### src/hdl/pcm_slot_pkg.sv
// Purpose: constants for the slot offset and transmit gain register slice
// Assumes: AHB-Lite word access, one register per aligned word, 8 bits wide except status
// Notes: byte address of a register is four times its index
// Behaviour
// RL1: tx offset bits 9:8 in high register 1:0
// RL2: transmit starts after tx offset bit clocks
// RL3: rx offset bits 7:0 in low register
// RL4: rx offset bits 9:8 in high register 1:0
// RL5: receive sampling starts after rx offset clocks
// RL6: direction bit picks gain or attenuation
// RL7: one decibel per magnitude step
// RL8: magnitude zero means zero decibels
// RL9: gain saturates at twelve decibels
// RL10: attenuation reaches fifteen decibels at all ones
// RL11: tx offset low byte, reset to zero
// RL12: host programs offsets before enabling transfers
// RL13: reserved bits read zero, high registers reset zero
// RL14: high and low bytes form counter compare value
package pcm_slot_pkg;
  // register indices, byte address is index times four
  localparam logic [7:0] IDX_CONTROL = 8'h21;
  localparam logic [7:0] IDX_TX_LOW = 8'h22;
  localparam logic [7:0] IDX_TX_HIGH = 8'h23;
  localparam logic [7:0] IDX_RX_LOW = 8'h24;
  localparam logic [7:0] IDX_RX_HIGH = 8'h25;
  localparam logic [7:0] IDX_TX_GAIN2 = 8'h26;
  localparam logic [7:0] IDX_STATUS = 8'h3F;
  // field positions
  localparam int ENABLE_BIT = 5;
  localparam int GAIN_DIR_BIT = 4;
  localparam int STAT_TX_BIT = 0;
  localparam int STAT_RX_BIT = 1;
  localparam int STAT_CNT_LSB = 8;
  // widths
  localparam int OFFSET_W = 10;
  localparam int GAIN_DB_W = 6;
  // reset values
  localparam logic [7:0] RST_TX_LOW = 8'h00;
  localparam logic [1:0] RST_HIGH = 2'h0;
  localparam logic [7:0] RST_RX_LOW = 8'h00;
  localparam logic [3:0] RST_GAIN_MAG = 4'h0;
  localparam logic RST_GAIN_DIR = 1'b0;
  // gain ceiling in decibels when gaining up
  localparam logic signed [GAIN_DB_W-1:0] GAIN_SAT_DB = 6'sh0C;
  localparam logic [3:0] GAIN_SAT_MAG = 4'hC;
  // bus phases
  typedef enum logic [1:0] {PH_IDLE, PH_WRITE, PH_READ_WAIT, PH_READ_DONE} bus_phase_type;
endpackage

### src/hdl/pcm_slot_offset_tx_gain_regs.sv
// Purpose: slot offset and second-stage tx gain registers on AHB-Lite
// Assumes: one master, hready equals this slave's hreadyout
// Notes: writes take no wait, reads add one wait state
//
// The AHB-Lite interface to the registers was decided locally.
`timescale 1ns/1ps
module pcm_slot_offset_tx_gain_regs
  import pcm_slot_pkg::*;
(
  input wire logic ref_clk_in,
  input wire logic rst_in,
  input wire logic hsel_in,
  input wire logic [31:0] haddr_in,
  input wire logic [1:0] htrans_in,
  input wire logic hwrite_in,
  input wire logic [2:0] hsize_in,
  input wire logic [31:0] hwdata_in,
  input wire logic hready_in,
  output logic hreadyout_out,
  output logic hresp_out,
  output logic [31:0] hrdata_out,
  input wire logic bit_clk_in,
  input wire logic frame_sync_in,
  output logic highway_transfer_enable_out,
  output logic tx_slot_active_out,
  output logic rx_slot_active_out,
  output logic signed [GAIN_DB_W-1:0] tx_gain_db_out
);
  // bus phase state
  bus_phase_type ph_r, ph_nxt;
  logic [7:0] idx_r, idx_nxt; // register index of the data phase
  logic hit_r, hit_nxt; // index lies in the mapped window
  logic [31:0] rdata_r, rdata_nxt; // read data flop
  logic accept; // address phase taken this edge
  logic wr_en; // write data phase completing

  // register state
  logic [OFFSET_W-1:0] tx_offset_r, tx_offset_nxt;
  logic [OFFSET_W-1:0] rx_offset_r, rx_offset_nxt;
  logic tx_gain_direction_r, tx_gain_direction_nxt;
  logic [3:0] tx_gain_magnitude_r, tx_gain_magnitude_nxt;
  logic enable_r, enable_nxt; // highway transfer enable
  logic signed [GAIN_DB_W-1:0] gain_db_r, gain_db_nxt;

  // timer outputs
  logic tx_act, rx_act;
  logic [OFFSET_W-1:0] bit_count;

  // the code is a whole-decibel step; the sample path that applies it lies outside this slice
  // gain law of the second stage, in whole decibels
  function automatic logic signed [GAIN_DB_W-1:0] gain_law(input logic dir, input logic [3:0] mag);
    logic signed [GAIN_DB_W-1:0] db;
    db = '0;
    if (mag == 4'h0) begin // [RL8]
      db = '0;
    end else if (dir) begin // [RL6]
      // attenuation is linear up to all ones
      db = -$signed({2'b00, mag}); // [RL10] [RL7]
    end else if (mag >= GAIN_SAT_MAG) begin
      // 11xx codes all clip to the ceiling
      db = GAIN_SAT_DB; // [RL9]
    end else begin
      db = $signed({2'b00, mag}); // [RL7]
    end
    return db;
  endfunction

  // read mux; unmapped and reserved bits return zero
  function automatic logic [31:0] read_word(input logic [7:0] idx);
    logic [31:0] w;
    w = 32'h0000_0000;
    case (idx)
      IDX_CONTROL: w[ENABLE_BIT] = enable_r;
      IDX_TX_LOW: w[7:0] = tx_offset_r[7:0];
      IDX_TX_HIGH: w[1:0] = tx_offset_r[9:8]; // [RL1] [RL13]
      IDX_RX_LOW: w[7:0] = rx_offset_r[7:0]; // [RL3]
      IDX_RX_HIGH: w[1:0] = rx_offset_r[9:8]; // [RL4] [RL13]
      IDX_TX_GAIN2: begin
        w[GAIN_DIR_BIT] = tx_gain_direction_r; // [RL13]
        w[3:0] = tx_gain_magnitude_r;
      end
      IDX_STATUS: begin
        // live view of the slot timer
        // a read may land on a bit clock edge, so the count is only a snapshot
        w[STAT_TX_BIT] = tx_act;
        w[STAT_RX_BIT] = rx_act;
        w[STAT_CNT_LSB +: OFFSET_W] = bit_count;
      end
      default: w = 32'h0000_0000;
    endcase
    return w;
  endfunction

  // address phase is taken when selected with an active htrans and hready high
  // hready low means a stretched bus, so nothing is taken then
  assign accept = hsel_in && htrans_in[1] && hready_in;
  assign wr_en = (ph_r == PH_WRITE) && hit_r;

  // next bus phase and read data
  always_comb begin
    ph_nxt = ph_r;
    idx_nxt = idx_r;
    hit_nxt = hit_r;
    rdata_nxt = rdata_r;
    case (ph_r)
      PH_READ_WAIT: begin
        // read one cycle after the address so a prior write is seen
        rdata_nxt = hit_r ? read_word(idx_r) : 32'h0000_0000;
        ph_nxt = PH_READ_DONE;
      end
      default: begin
        if (accept) begin
          idx_nxt = haddr_in[9:2];
          // hsize other than word is taken as word; lanes 7:0 carry data
          hit_nxt = (haddr_in[31:10] == 22'h000000) && (haddr_in[1:0] == 2'h0);
          ph_nxt = hwrite_in ? PH_WRITE : PH_READ_WAIT;
        end else begin
          ph_nxt = PH_IDLE;
        end
      end
    endcase
  end

  // bus phase registers
  always_ff @(posedge ref_clk_in) begin
    if (rst_in) begin
      ph_r <= PH_IDLE;
      idx_r <= 8'h00;
      hit_r <= 1'b0;
      rdata_r <= 32'h0000_0000;
    end else begin
      ph_r <= ph_nxt;
      idx_r <= idx_nxt;
      hit_r <= hit_nxt;
      rdata_r <= rdata_nxt;
    end
  end

  // wait state only while a read is being fetched
  // writes never stall, so back to back writes run one per cycle
  // hresp stays okay; unmapped words read zero rather than erroring
  assign hreadyout_out = (ph_r != PH_READ_WAIT);
  assign hresp_out = 1'b0;
  assign hrdata_out = rdata_r;

  // next register values from write data phases
  always_comb begin
    tx_offset_nxt = tx_offset_r;
    rx_offset_nxt = rx_offset_r;
    tx_gain_direction_nxt = tx_gain_direction_r;
    tx_gain_magnitude_nxt = tx_gain_magnitude_r;
    enable_nxt = enable_r;
    if (wr_en) begin
      case (idx_r)
        // the enable has no lock; host sets offsets first [RL12]
        IDX_CONTROL: enable_nxt = hwdata_in[ENABLE_BIT];
        IDX_TX_LOW: tx_offset_nxt[7:0] = hwdata_in[7:0]; // [RL11]
        IDX_TX_HIGH: tx_offset_nxt[9:8] = hwdata_in[1:0]; // [RL1]
        IDX_RX_LOW: rx_offset_nxt[7:0] = hwdata_in[7:0]; // [RL3]
        IDX_RX_HIGH: rx_offset_nxt[9:8] = hwdata_in[1:0]; // [RL4]
        IDX_TX_GAIN2: begin
          tx_gain_direction_nxt = hwdata_in[GAIN_DIR_BIT]; // [RL6]
          tx_gain_magnitude_nxt = hwdata_in[3:0]; // [RL7]
        end
        default: begin
          // status and unmapped words ignore writes
          enable_nxt = enable_r;
        end
      endcase
    end
    // gain follows the fields one cycle later
    gain_db_nxt = gain_law(tx_gain_direction_r, tx_gain_magnitude_r);
  end

  // configuration registers
  // offsets reset to zero, so both windows open right at frame sync until written
  always_ff @(posedge ref_clk_in) begin
    if (rst_in) begin
      tx_offset_r <= {RST_HIGH, RST_TX_LOW}; // [RL11] [RL13]
      rx_offset_r <= {RST_HIGH, RST_RX_LOW}; // [RL13]
      tx_gain_direction_r <= RST_GAIN_DIR;
      tx_gain_magnitude_r <= RST_GAIN_MAG;
      enable_r <= 1'b0;
      gain_db_r <= '0;
    end else begin
      tx_offset_r <= tx_offset_nxt;
      rx_offset_r <= rx_offset_nxt;
      tx_gain_direction_r <= tx_gain_direction_nxt;
      tx_gain_magnitude_r <= tx_gain_magnitude_nxt;
      enable_r <= enable_nxt;
      gain_db_r <= gain_db_nxt;
    end
  end

  // offsets are held as high:low already, fed straight to the compare
  // offsets are live: a change in mid-frame can move a window within that frame
  slot_timer u_slot_timer (
    .ref_clk_in(ref_clk_in),
    .rst_in(rst_in),
    .bit_clk_in(bit_clk_in),
    .frame_sync_in(frame_sync_in),
    .enable_in(enable_r),
    .tx_offset_in(tx_offset_r), // [RL14]
    .rx_offset_in(rx_offset_r), // [RL14]
    .tx_active_out(tx_act),
    .rx_active_out(rx_act),
    .bit_count_out(bit_count)
  );

  assign highway_transfer_enable_out = enable_r;
  assign tx_slot_active_out = tx_act;
  assign rx_slot_active_out = rx_act;
  assign tx_gain_db_out = gain_db_r;

  // checks on register storage, reserved read bits and the gain law
  AST_TX_HIGH_WRITE: assert property (@(posedge ref_clk_in) disable iff (rst_in) // [RL1]
    (wr_en && idx_r == IDX_TX_HIGH) |=> tx_offset_r[9:8] == $past(hwdata_in[1:0]))
    else $error("tx offset high bits not stored");
  AST_TX_LOW_WRITE: assert property (@(posedge ref_clk_in) disable iff (rst_in) // [RL11]
    (wr_en && idx_r == IDX_TX_LOW) |=> tx_offset_r[7:0] == $past(hwdata_in[7:0]))
    else $error("tx offset low byte not stored");
  AST_RX_LOW_WRITE: assert property (@(posedge ref_clk_in) disable iff (rst_in) // [RL3]
    (wr_en && idx_r == IDX_RX_LOW) |=> rx_offset_r[7:0] == $past(hwdata_in[7:0]))
    else $error("rx offset low byte not stored");
  AST_RX_HIGH_WRITE: assert property (@(posedge ref_clk_in) disable iff (rst_in) // [RL4]
    (wr_en && idx_r == IDX_RX_HIGH) |=> rx_offset_r[9:8] == $past(hwdata_in[1:0]))
    else $error("rx offset high bits not stored");
  AST_RESERVED_ZERO: assert property (@(posedge ref_clk_in) disable iff (rst_in) // [RL13]
    (ph_r == PH_READ_WAIT && (idx_r == IDX_TX_HIGH || idx_r == IDX_RX_HIGH))
      |=> rdata_r[31:2] == 30'h0000_0000 && hreadyout_out)
    else $error("reserved offset bits read non-zero");
  AST_GAIN_ZERO: assert property (@(posedge ref_clk_in) disable iff (rst_in) // [RL8]
    (tx_gain_magnitude_r == 4'h0) |=> gain_db_r == '0)
    else $error("zero magnitude gave non-zero gain");
  AST_GAIN_SAT: assert property (@(posedge ref_clk_in) disable iff (rst_in) // [RL9]
    (!tx_gain_direction_r && tx_gain_magnitude_r[3:2] == 2'b11) |=> gain_db_r == GAIN_SAT_DB)
    else $error("gain did not saturate at twelve");
  AST_GAIN_UP: assert property (@(posedge ref_clk_in) disable iff (rst_in) // [RL6]
    (!tx_gain_direction_r && tx_gain_magnitude_r < GAIN_SAT_MAG)
      |=> gain_db_r == $signed({2'b00, $past(tx_gain_magnitude_r)}))
    else $error("gain step is not one decibel");
  AST_ATTEN: assert property (@(posedge ref_clk_in) disable iff (rst_in) // [RL10]
    tx_gain_direction_r |=> gain_db_r == -$signed({2'b00, $past(tx_gain_magnitude_r)}))
    else $error("attenuation step is not one decibel");
  AST_STEP: assert property (@(posedge ref_clk_in) disable iff (rst_in) // [RL7]
    (tx_gain_direction_r && tx_gain_magnitude_r == 4'hF) |=> gain_db_r == -6'sh0F)
    else $error("full attenuation is not fifteen decibels");

  // storage checks for the remaining fields
  // enable bit lands where the host wrote it
  AST_ENABLE_WRITE: assert property (@(posedge ref_clk_in) disable iff (rst_in) // [RL12]
    (wr_en && idx_r == IDX_CONTROL) |=> enable_r == $past(hwdata_in[ENABLE_BIT]))
    else $error("transfer enable not stored");
  // both gain fields are taken from one write
  AST_GAIN_FIELDS_WRITE: assert property (@(posedge ref_clk_in) disable iff (rst_in) // [RL6]
    (wr_en && idx_r == IDX_TX_GAIN2) |=> tx_gain_direction_r == $past(hwdata_in[GAIN_DIR_BIT])
      && tx_gain_magnitude_r == $past(hwdata_in[3:0]))
    else $error("gain fields not stored");
  // the status word is read only
  AST_STATUS_NO_WRITE: assert property (@(posedge ref_clk_in) disable iff (rst_in) // [RL13]
    (wr_en && idx_r == IDX_STATUS) |=> $stable(tx_offset_r) && $stable(rx_offset_r) && $stable(enable_r))
    else $error("status write changed a register");

  // a high or low write leaves the other half of the offset alone
  // tx high write keeps the low byte
  AST_TX_HIGH_KEEPS_LOW: assert property (@(posedge ref_clk_in) disable iff (rst_in) // [RL14]
    (wr_en && idx_r == IDX_TX_HIGH) |=> tx_offset_r[7:0] == $past(tx_offset_r[7:0]))
    else $error("tx high write disturbed the low byte");
  // rx high write keeps the low byte
  AST_RX_HIGH_KEEPS_LOW: assert property (@(posedge ref_clk_in) disable iff (rst_in) // [RL14]
    (wr_en && idx_r == IDX_RX_HIGH) |=> rx_offset_r[7:0] == $past(rx_offset_r[7:0]))
    else $error("rx high write disturbed the low byte");
  // rx low write keeps the high bits
  AST_RX_LOW_KEEPS_HIGH: assert property (@(posedge ref_clk_in) disable iff (rst_in) // [RL14]
    (wr_en && idx_r == IDX_RX_LOW) |=> rx_offset_r[9:8] == $past(rx_offset_r[9:8]))
    else $error("rx low write disturbed the high bits");

  // bus handshake and read mux
  // a write data phase never stalls
  AST_WRITE_NO_WAIT: assert property (@(posedge ref_clk_in) disable iff (rst_in) // [RL11]
    (ph_r == PH_WRITE) |-> hreadyout_out)
    else $error("write data phase stalled");
  // a read takes exactly one wait state
  AST_READ_ONE_WAIT: assert property (@(posedge ref_clk_in) disable iff (rst_in) // [RL13]
    (accept && !hwrite_in && ph_r != PH_READ_WAIT) |=> !hreadyout_out ##1 hreadyout_out)
    else $error("read wait state is not one cycle");
  // tx high bits read back in place
  AST_TX_READ_BACK: assert property (@(posedge ref_clk_in) disable iff (rst_in) // [RL1]
    (ph_r == PH_READ_WAIT && hit_r && idx_r == IDX_TX_HIGH) |=> rdata_r[1:0] == $past(tx_offset_r[9:8]))
    else $error("tx high bits read back wrong");
  // rx high bits read back in place
  AST_RX_READ_BACK: assert property (@(posedge ref_clk_in) disable iff (rst_in) // [RL4]
    (ph_r == PH_READ_WAIT && hit_r && idx_r == IDX_RX_HIGH) |=> rdata_r[1:0] == $past(rx_offset_r[9:8]))
    else $error("rx high bits read back wrong");
  // enable reads back at its own bit, low bits zero
  AST_CONTROL_READ: assert property (@(posedge ref_clk_in) disable iff (rst_in) // [RL12]
    (ph_r == PH_READ_WAIT && hit_r && idx_r == IDX_CONTROL)
      |=> rdata_r[ENABLE_BIT] == $past(enable_r) && rdata_r[4:0] == 5'h00)
    else $error("control read back wrong");
  // gain word has nothing above the direction bit
  AST_GAIN_READ_ZERO: assert property (@(posedge ref_clk_in) disable iff (rst_in) // [RL13]
    (ph_r == PH_READ_WAIT && idx_r == IDX_TX_GAIN2) |=> rdata_r[31:5] == 27'h000_0000)
    else $error("reserved gain bits read non-zero");
  // unmapped or misaligned words read zero
  AST_UNMAPPED_READ_ZERO: assert property (@(posedge ref_clk_in) disable iff (rst_in) // [RL13]
    (ph_r == PH_READ_WAIT && !hit_r) |=> rdata_r == 32'h0000_0000)
    else $error("unmapped read non-zero");

  // the gain code stays inside its legal span
  AST_GAIN_SPAN: assert property (@(posedge ref_clk_in) disable iff (rst_in) // [RL10]
    gain_db_r >= -6'sh0F && gain_db_r <= GAIN_SAT_DB)
    else $error("gain code out of range");
endmodule // pcm_slot_offset_tx_gain_regs

### src/hdl/slot_timer.sv
// Purpose: bit clock counter and slot window compare
// Assumes: bit clock and frame sync are pins, slower than ref_clk_in / 4
// Notes: counter saturates so a missing frame sync cannot wrap a window
`timescale 1ns/1ps
module slot_timer
  import pcm_slot_pkg::*;
(
  input wire logic ref_clk_in,
  input wire logic rst_in,
  input wire logic bit_clk_in,
  input wire logic frame_sync_in,
  input wire logic enable_in,
  input wire logic [OFFSET_W-1:0] tx_offset_in,
  input wire logic [OFFSET_W-1:0] rx_offset_in,
  output logic tx_active_out,
  output logic rx_active_out,
  output logic [OFFSET_W-1:0] bit_count_out
);
  logic bc_s1_r, bc_s2_r, bc_d_r; // bit clock synchroniser and delay
  logic fs_s1_r, fs_s2_r, fs_d_r; // frame sync synchroniser and delay
  logic [OFFSET_W-1:0] cnt_r, cnt_nxt; // bit clocks since frame sync
  logic framed_r, framed_nxt; // a frame sync has been seen
  logic tx_r, tx_nxt, rx_r, rx_nxt; // slot windows
  logic bc_edge, fs_edge;

  // edges only from second stage onward
  assign bc_edge = bc_s2_r & ~bc_d_r;
  assign fs_edge = fs_s2_r & ~fs_d_r;

  // next counter and window values
  always_comb begin
    cnt_nxt = cnt_r;
    framed_nxt = framed_r & enable_in;
    if (fs_edge) begin // [RL14]
      cnt_nxt = '0;
      framed_nxt = enable_in;
    end else if (bc_edge && cnt_r != {OFFSET_W{1'b1}}) begin
      cnt_nxt = cnt_r + 1'b1;
    end
    // windows open once the count reaches the offset
    tx_nxt = framed_nxt && (cnt_nxt >= tx_offset_in); // [RL2]
    rx_nxt = framed_nxt && (cnt_nxt >= rx_offset_in); // [RL5]
  end

  // registers only
  always_ff @(posedge ref_clk_in) begin
    if (rst_in) begin
      {bc_s1_r, bc_s2_r, bc_d_r} <= 3'h0;
      {fs_s1_r, fs_s2_r, fs_d_r} <= 3'h0;
      cnt_r <= '0;
      framed_r <= 1'b0;
      tx_r <= 1'b0;
      rx_r <= 1'b0;
    end else begin
      bc_s1_r <= bit_clk_in;
      bc_s2_r <= bc_s1_r;
      bc_d_r <= bc_s2_r;
      fs_s1_r <= frame_sync_in;
      fs_s2_r <= fs_s1_r;
      fs_d_r <= fs_s2_r;
      cnt_r <= cnt_nxt;
      framed_r <= framed_nxt;
      tx_r <= tx_nxt;
      rx_r <= rx_nxt;
    end
  end

  assign tx_active_out = tx_r;
  assign rx_active_out = rx_r;
  assign bit_count_out = cnt_r;

  AST_TX_OPENS: assert property (@(posedge ref_clk_in) disable iff (rst_in) // [RL2]
    $rose(tx_r) |-> framed_r && (cnt_r >= $past(tx_offset_in)))
    else $error("tx window opened before its offset");
  AST_RX_OPENS: assert property (@(posedge ref_clk_in) disable iff (rst_in) // [RL5]
    $rose(rx_r) |-> framed_r && (cnt_r >= $past(rx_offset_in)))
    else $error("rx window opened before its offset");
  AST_SYNC_CLEARS: assert property (@(posedge ref_clk_in) disable iff (rst_in) // [RL14]
    fs_edge |=> cnt_r == '0)
    else $error("frame sync did not clear the bit counter");
endmodule // slot_timer
### config.mk
export PLATFORM = sky130hd
export DESIGN_NAME = pcm_slot_offset_tx_gain_regs
export DESIGN_NICKNAME = d
export VERILOG_FILES = /design/src/hdl/pcm_slot_pkg.sv /design/src/hdl/pcm_slot_offset_tx_gain_regs.sv /design/src/hdl/slot_timer.sv
export SDC_FILE = /design/constraint.sdc
export NUM_CORES = 1
export LEC_CHECK = 0
export BUFFER_PORTS_ARGS = -buffer_cell sky130_fd_sc_hd__buf_4
export CAP_MARGIN = 15
export CORE_MARGIN = 2
export CORE_UTILIZATION = 55
export CTS_BUF_LIST = sky130_fd_sc_hd__clkbuf_2
export DETAILED_ROUTE_END_ITERATION = 10
export HOLD_SLACK_MARGIN = 0.15
export PLACE_DENSITY = 0.83
export SLEW_MARGIN = 20
export SYNTH_ARGS = -nofsm -noshare
export SYNTH_HDL_FRONTEND = slang
export SYNTH_SLANG_ARGS = --single-unit
### constraint.sdc
create_clock -name ref_clk_in -period 5.51 [get_ports ref_clk_in]
set_clock_uncertainty 0.1 [all_clocks]
set_input_delay 0.2755 -clock ref_clk_in [delete_from_list [all_inputs] [get_ports ref_clk_in]]
set_output_delay 0.2755 -clock ref_clk_in [all_outputs]
set_load 0.01 [all_outputs]
==> results of run 1 <==
-- layout make-up --
cell class,instances,area share
Clock buffer,10,0.009850
Clock inverter,6,0.02265
Inverter,30,0.02216
Multi-Input combinational cell,328,0.4280
Sequential cell,80,0.3152
Tap cell,99,0.02438
Timing Repair Buffer,109,0.1778
-- worst register-to-register path: cells and delay by family, from the launching register on --
family                     cells  cell delay, ns
AOI/OAI and AO/OA              7            1.89
adders and majority gates      1            0.22
DFF                            1            0.49
and+or+nand+nor                1            0.23
-- path summary, 6_finish.rpt --
kind,startpoint,end,cells past startpoint
setup / recovery,u_slot_timer.bit_count_out[3],u_slot_timer.tx_active_out,9
hold / removal,hready_in,idx_r[6],5
setup reg to reg,u_slot_timer.bit_count_out[3],u_slot_timer.tx_active_out,9
hold reg to reg,u_slot_timer.fs_s1_r,u_slot_timer.fs_s2_r,1
-- sequential cells by signal, indices dropped and copies added, names as in the netlist --
| register | count |
|---|---|
| hit_r | 1 |
| u_slot_timer.rx_active_out | 1 |
| highway_transfer_enable_out | 1 |
| hrdata_out | 18 |
| u_slot_timer.bc_d_r | 1 |
| u_slot_timer.tx_active_out | 1 |
| idx_r | 8 |
| tx_offset_r | 10 |
| tx_gain_direction_r | 1 |
| tx_gain_magnitude_r | 4 |
| u_slot_timer.bc_s1_r | 1 |
| u_slot_timer.fs_s2_r | 1 |
| rx_offset_r | 10 |
| u_slot_timer.fs_d_r | 1 |
| u_slot_timer.framed_r | 1 |
| ph_r | 2 |
| u_slot_timer.bit_count_out | 10 |
| u_slot_timer.fs_s1_r | 1 |
| tx_gain_db_out | 6 |
| u_slot_timer.bc_s2_r | 1 |
-- layout by cell type (no fill, tap or decap), types with 13 or more instances in the layout --
master,Yosys,routed
buf_4,15,75
ha_1,22,22
nand2_1,37,37
dlygate4sd3_1,0,34
dfxtp_1,80,80
nor2b_1,13,13
mux2i_1,28,28
inv_1,30,30
conb_1,1,15
a22oi_1,15,15
a21oi_1,23,23
nor2_1,59,59
-- per-stage QoR --
step | cell area, um2 | setup WS, ns
2_1_floorplan | 4081 | 2.984
3_3_place_gp | 4576 | 2.675
3_5_place_dp | 4576 | 2.542
4_1_cts | 5081 | 2.510
5_1_grt | 5081 | 2.218
6_report | 5081 | 2.501
-- cells by family (layout without fill, tap and decap cells) --
group | after synthesis | count (layout) | share of synthesized area
AO/OA/AOI/OAI | 79 | 79 | 0.1348
adder cells (fa/ha/maj) | 22 | 22 | 0.06832
AND/OR/NAND/NOR | 175 | 175 | 0.2304
XOR/XNOR | 4 | 4 | 0.008697
flip-flops | 80 | 80 | 0.3975
buffers and inverters | 66 | 155 | 0.07578
other | 1 | 15 | 0.0009308
multiplexers | 33 | 33 | 0.08354
-- metal layers --
metal	routed length [um]	vias up	GRT usage
met1	4268	1738	0.3333
met3	755	31	0.06307
met2	4787	146	0.4412
met5	0	-	0
met4	249	0	0.1113
li1	-	1803	-
-- where the power goes --
part	total (W)	internal [W]	leakage [nW]	switching [W]
sequential	0.000591	0.000585	0.646	0.00000601
combinational	0.0000828	0.0000437	1.33	0.0000391
clock	0.000420	0.000200	0.0931	0.000219
total	0.00109	0.000829	2.07	0.000264
-- repair_timing --
item,CTS,global route
hold buffers,34,0
endpoints found under the hold margin,53,0
resized for setup,0,0
buffers inserted,0,0
==> out/qor.csv, run 1 <==
metric,value,unit
Hold Crit Class,in -> reg,
post-synthesis cell type count,55,
Synth top area share,0.3975,
Initial Util,0.5615,
min Tclk post-route,3.009,ns
ANT nets after route,0,
DRC,0,
area of the multi-input gates,2175,um2
DR vias,3718,
"FF+latch count, synth",80,
"setup slack, reg-to-reg",2.50,ns
Worst Tran Pin Value,1.081,ns
ys flop type,dfxtp_1,
GPL Wtd Cong,0.8780,
"EDFF count, synth",0,
post-synthesis sequential area ratio,0.3975,
# rows,31,
Clock Root Buffer,clkbuf_2,
syn avg cell area,8.758,um2
register area,1602,um2
Fmax,0.3323,GHz
htree depth,3,
ys async rst share,0,
largest net degree at the start of global routing,67,
first-pass GRT wire length,16310,um
Die Y,89.59,um
Finished Layout Cells,662,
Max-Cap Viols,0,
slew margin rel.,0.2778,
most frequent cell after synthesis,dfxtp_1,
die width,89.59,um
Clock Path Buffers,2,
Worst Path Required,5.87,ns
PortBufs,75,
Final Util,0.7081,
status,finished clean,
antenna violations before repair,0,
setup violators final,0,
Commonest cells post-synth,"dfxtp_1, nor2_1, nand2_1",
Post-DP HPWL,6901,um
Synth area leaders,"dfxtp_1, mux2i_1, ha_1",
final net count,656,
Yosys top cell by area,dfxtp_1,
worst path bufs/invs,0,
Crit. End Element,flop,
filler instances,560,
Total Wirelength,10060,um
"Clk Latency, worst-skew pair",0.55,ns
drt first pass iters,5,
clock slew at reported path FFs,0.22,ns
critical path cell sequence,nand4_1 -> o311ai_0 -> o21ai_0 -> a21oi_1 -> ha_1 -> o21a_1 -> o211ai_1 -> a31o_2 -> a221oi_1,
top-level port count,119,
wire per inst,15.20,um
hold slack,0.1920,ns
"CP delay by family, top",compound AO/OA/AOI/OAI gates,
VDD IR max,0.0001788,V
Die ar.,8025,um2
mapped cell area,4029,um2
Design Power,0.001094,W
worst path arrival time,3.36,ns
post-synthesis cell count,460,
CP max FO,7,
Leakage Power,2.066,nW
CP max stage delay,0.69,ns
Crit Path Class,reg -> reg,
RSZ-0062 raised after global routing,no,
Placed Instances,612,
Slew Limit Fails,0,
Critical Path Start Type,flop,
Yosys warnings,0,
Final TNS setup,0,ns
Diodes inserted,0,
Num CTS Buffers,9,
Overflow after GRT,0,
vias in the first global route,3488,
layout cells sized above 1,0.1847,
total power divided by cell area,215.2,nW/um2
drt initial violations,214,
critical path's slowest cell,o311ai_0,
Final Hold Viols,0,
final period utilization,0.5461,
Tot GR Track Use,0.2666,
P&R area growth vs syn,26.12,%
CTS tree,yes,
Via density,5.616,
core area,7176,um2
Sink Count,80,
No activity file was read; power rests on OpenSTA's default activity.
==> run 2, diff against run 1 <==
--- a/config.mk
+++ b/config.mk
@@ -8,11 +8,11 @@
 export BUFFER_PORTS_ARGS = -buffer_cell sky130_fd_sc_hd__buf_4
 export CAP_MARGIN = 15
 export CORE_MARGIN = 2
-export CORE_UTILIZATION = 55
+export CORE_UTILIZATION = 54
 export CTS_BUF_LIST = sky130_fd_sc_hd__clkbuf_2
 export DETAILED_ROUTE_END_ITERATION = 10
 export HOLD_SLACK_MARGIN = 0.15
-export PLACE_DENSITY = 0.83
+export PLACE_DENSITY = 0.82
 export SLEW_MARGIN = 20
 export SYNTH_ARGS = -nofsm -noshare
 export SYNTH_HDL_FRONTEND = slang
==> constraint.sdc (replaced) <==
create_clock -name ref_clk_in -period 3 [get_ports ref_clk_in]
set_clock_uncertainty 0.1 [all_clocks]
set_input_delay 0.15 -clock ref_clk_in [delete_from_list [all_inputs] [get_ports ref_clk_in]]
set_output_delay 0.15 -clock ref_clk_in [all_outputs]
set_load 0.01 [all_outputs]
==> out/qor.csv, run 2 (synthesized netlist as in run 1, its figures left out) <==
metric,value,unit
status,finished clean,
largest net degree at the start of global routing,67,
Placed Instances,618,
setup violators final,0,
Finished Layout Cells,681,
drt first pass iters,6,
Clock Path Buffers,2,
critical path's slowest cell,dfxtp_1,
"setup slack, reg-to-reg",0.18,ns
worst path arrival time,3.15,ns
htree depth,3,
Reg2Reg Launch Point,u_slot_timer.bit_count_out[1],
Max-Cap Viols,0,
P&R area growth vs syn,29.81,%
wire per inst,16.97,um
Final Hold Viols,0,
Total Wirelength,11560,um
CP startpoint,u_slot_timer.bit_count_out[1],
RSZ-0062 raised after global routing,no,
Hold Crit Class,in -> reg,
Crit Path Class,reg -> reg,
Num CTS Buffers,9,
slew margin rel.,0.5111,
top-level port count,119,
clock slew at reported path FFs,0.22,ns
"most common cell after layout, fill and taps aside",buf_4,
Critical Path Start Type,flop,
die width,90.38,um
Setup crit end,u_slot_timer.rx_active_out,
DRC,0,
r2r worst-path depth,10,
ANT nets after route,0,
critical path cell sequence,ha_1 -> and4_1 -> a31oi_1 -> mux2i_1 -> nor2_1 -> ha_1 -> o211ai_1 -> a21oi_1 -> o41ai_2 -> a221oi_1,
final period utilization,0.9390,
CP max stage delay,0.40,ns
flip-flop count of the largest register after layout,18,
filler instances,538,
wire length on met1,4602,um
"Clk Latency, worst-skew pair",0.56,ns
vias in the first global route,3914,
Clock Root Buffer,clkbuf_2,
CP max FO,5,
total power divided by cell area,349.4,nW/um2
VDD IR max,0.0001996,V
core area,7253,um2
hold slack,0.2817,ns
Crit. End Element,flop,
drt initial violations,262,
register area,1603,um2
Design Power,0.001828,W
placed cell area,4621,um2
Via density,5.878,
antenna violations before repair,0,
PortBufs,75,
Initial Util,0.5555,
area of the multi-input gates,2196,um2
worst reg2reg path endpoint,u_slot_timer.rx_active_out,
Post-DP HPWL,7417,um
# rows,31,
Worst Tran Pin Value,0.7312,ns
final net count,676,
wire length on met2,5674,um
layout cells sized above 1,0.1924,
Final TNS setup,0,ns
Die Y,90.38,um
met3 routed WL,888,um
Leakage Power,2.145,nW
CTS tree,yes,
Fmax,0.3550,GHz
Slew Limit Fails,0,
first-pass GRT wire length,18620,um
Tot GR Track Use,0.2823,
DR vias,4003,
top routing layer used,met4,
Diodes inserted,0,
Overflow after GRT,0,
Worst Path Required,3.33,ns
Finished Cell Area,5230,um2
Die ar.,8168,um2
most frequent cells in the layout,"buf_4, dfxtp_1, nor2_1, dlygate4sd3_1, nand2_1",
Crit path top cell by count,ha_1,
Sink Count,80,
GPL Wtd Cong,0.9378,
min Tclk post-route,2.817,ns
[run 2: through the flow]
step | setup WS, ns | util
floorplan | 0.4740 | -
global placement | 0.2671 | 0.6371
detailed placement | 0.1539 | 0.6371
CTS | 0.09340 | 0.7180
global route | 0.03651 | 0.7211
finish | 0.1831 | 0.7211
[run 2: report_power, final]
part / switching (W) / internal [W]
Combinational: 0.0000811 / 0.0000901
Clock: 0.000390 / 0.000182
Sequential: 0.0000107 / 0.00107
[run 2: metal layers]
layer  track usage  up-vias
met4        0.1295        0
met1        0.3312     1892
met3       0.05927       46
met5             0        -
li1              -     1846
met2        0.4937      219
[run 2: cell type report]
type                    instances  area share
multi-input cells             328      0.4199
repair buffers                129      0.2081
inverters                      30     0.02153
flip-flops and latches         80      0.3065
clock buffers                   9    0.008612
well taps                      99     0.02368
clock inverters                 6     0.01172
[run 2: critical path, delay by kind of cell, from the launching register on]
family	cells	cell delay [ns]
fa+ha+maj	2	0.55
compound gates	5	1.08
flops	1	0.40
mux	1	0.26
simple gates	2	0.30
[run 2: worst min-delay path by stage]
| stage | startpoint | slack [ns] | cells past startpoint | endpoint |
|---|---|---|---|---|
| 2_1_floorplan | bit_clk_in | 0.18 | 1 | u_slot_timer.bc_s1_r |
| 3_3_place_gp | frame_sync_in | 0.26 | 2 | u_slot_timer.fs_s1_r |
| 3_5_place_dp | frame_sync_in | 0.27 | 2 | u_slot_timer.fs_s1_r |
| 4_1_cts | hsel_in | 0.20 | 5 | hit_r |
| 5_1_grt | hwdata_in[3] | 0.30 | 4 | rx_offset_r[3] |
| 6_report | hwdata_in[7] | 0.28 | 4 | tx_offset_r[7] |
[run 2: what timing repair did]
| item | in CTS | in global routing |
|---|---|---|
| hold buffers | 48 | 0 |
| endpoints found under the setup margin | 0 | 10 |
| resized for setup | 0 | 6 |
| setup buffers | 0 | 0 |
| hold endpoints to repair | 61 | 0 |
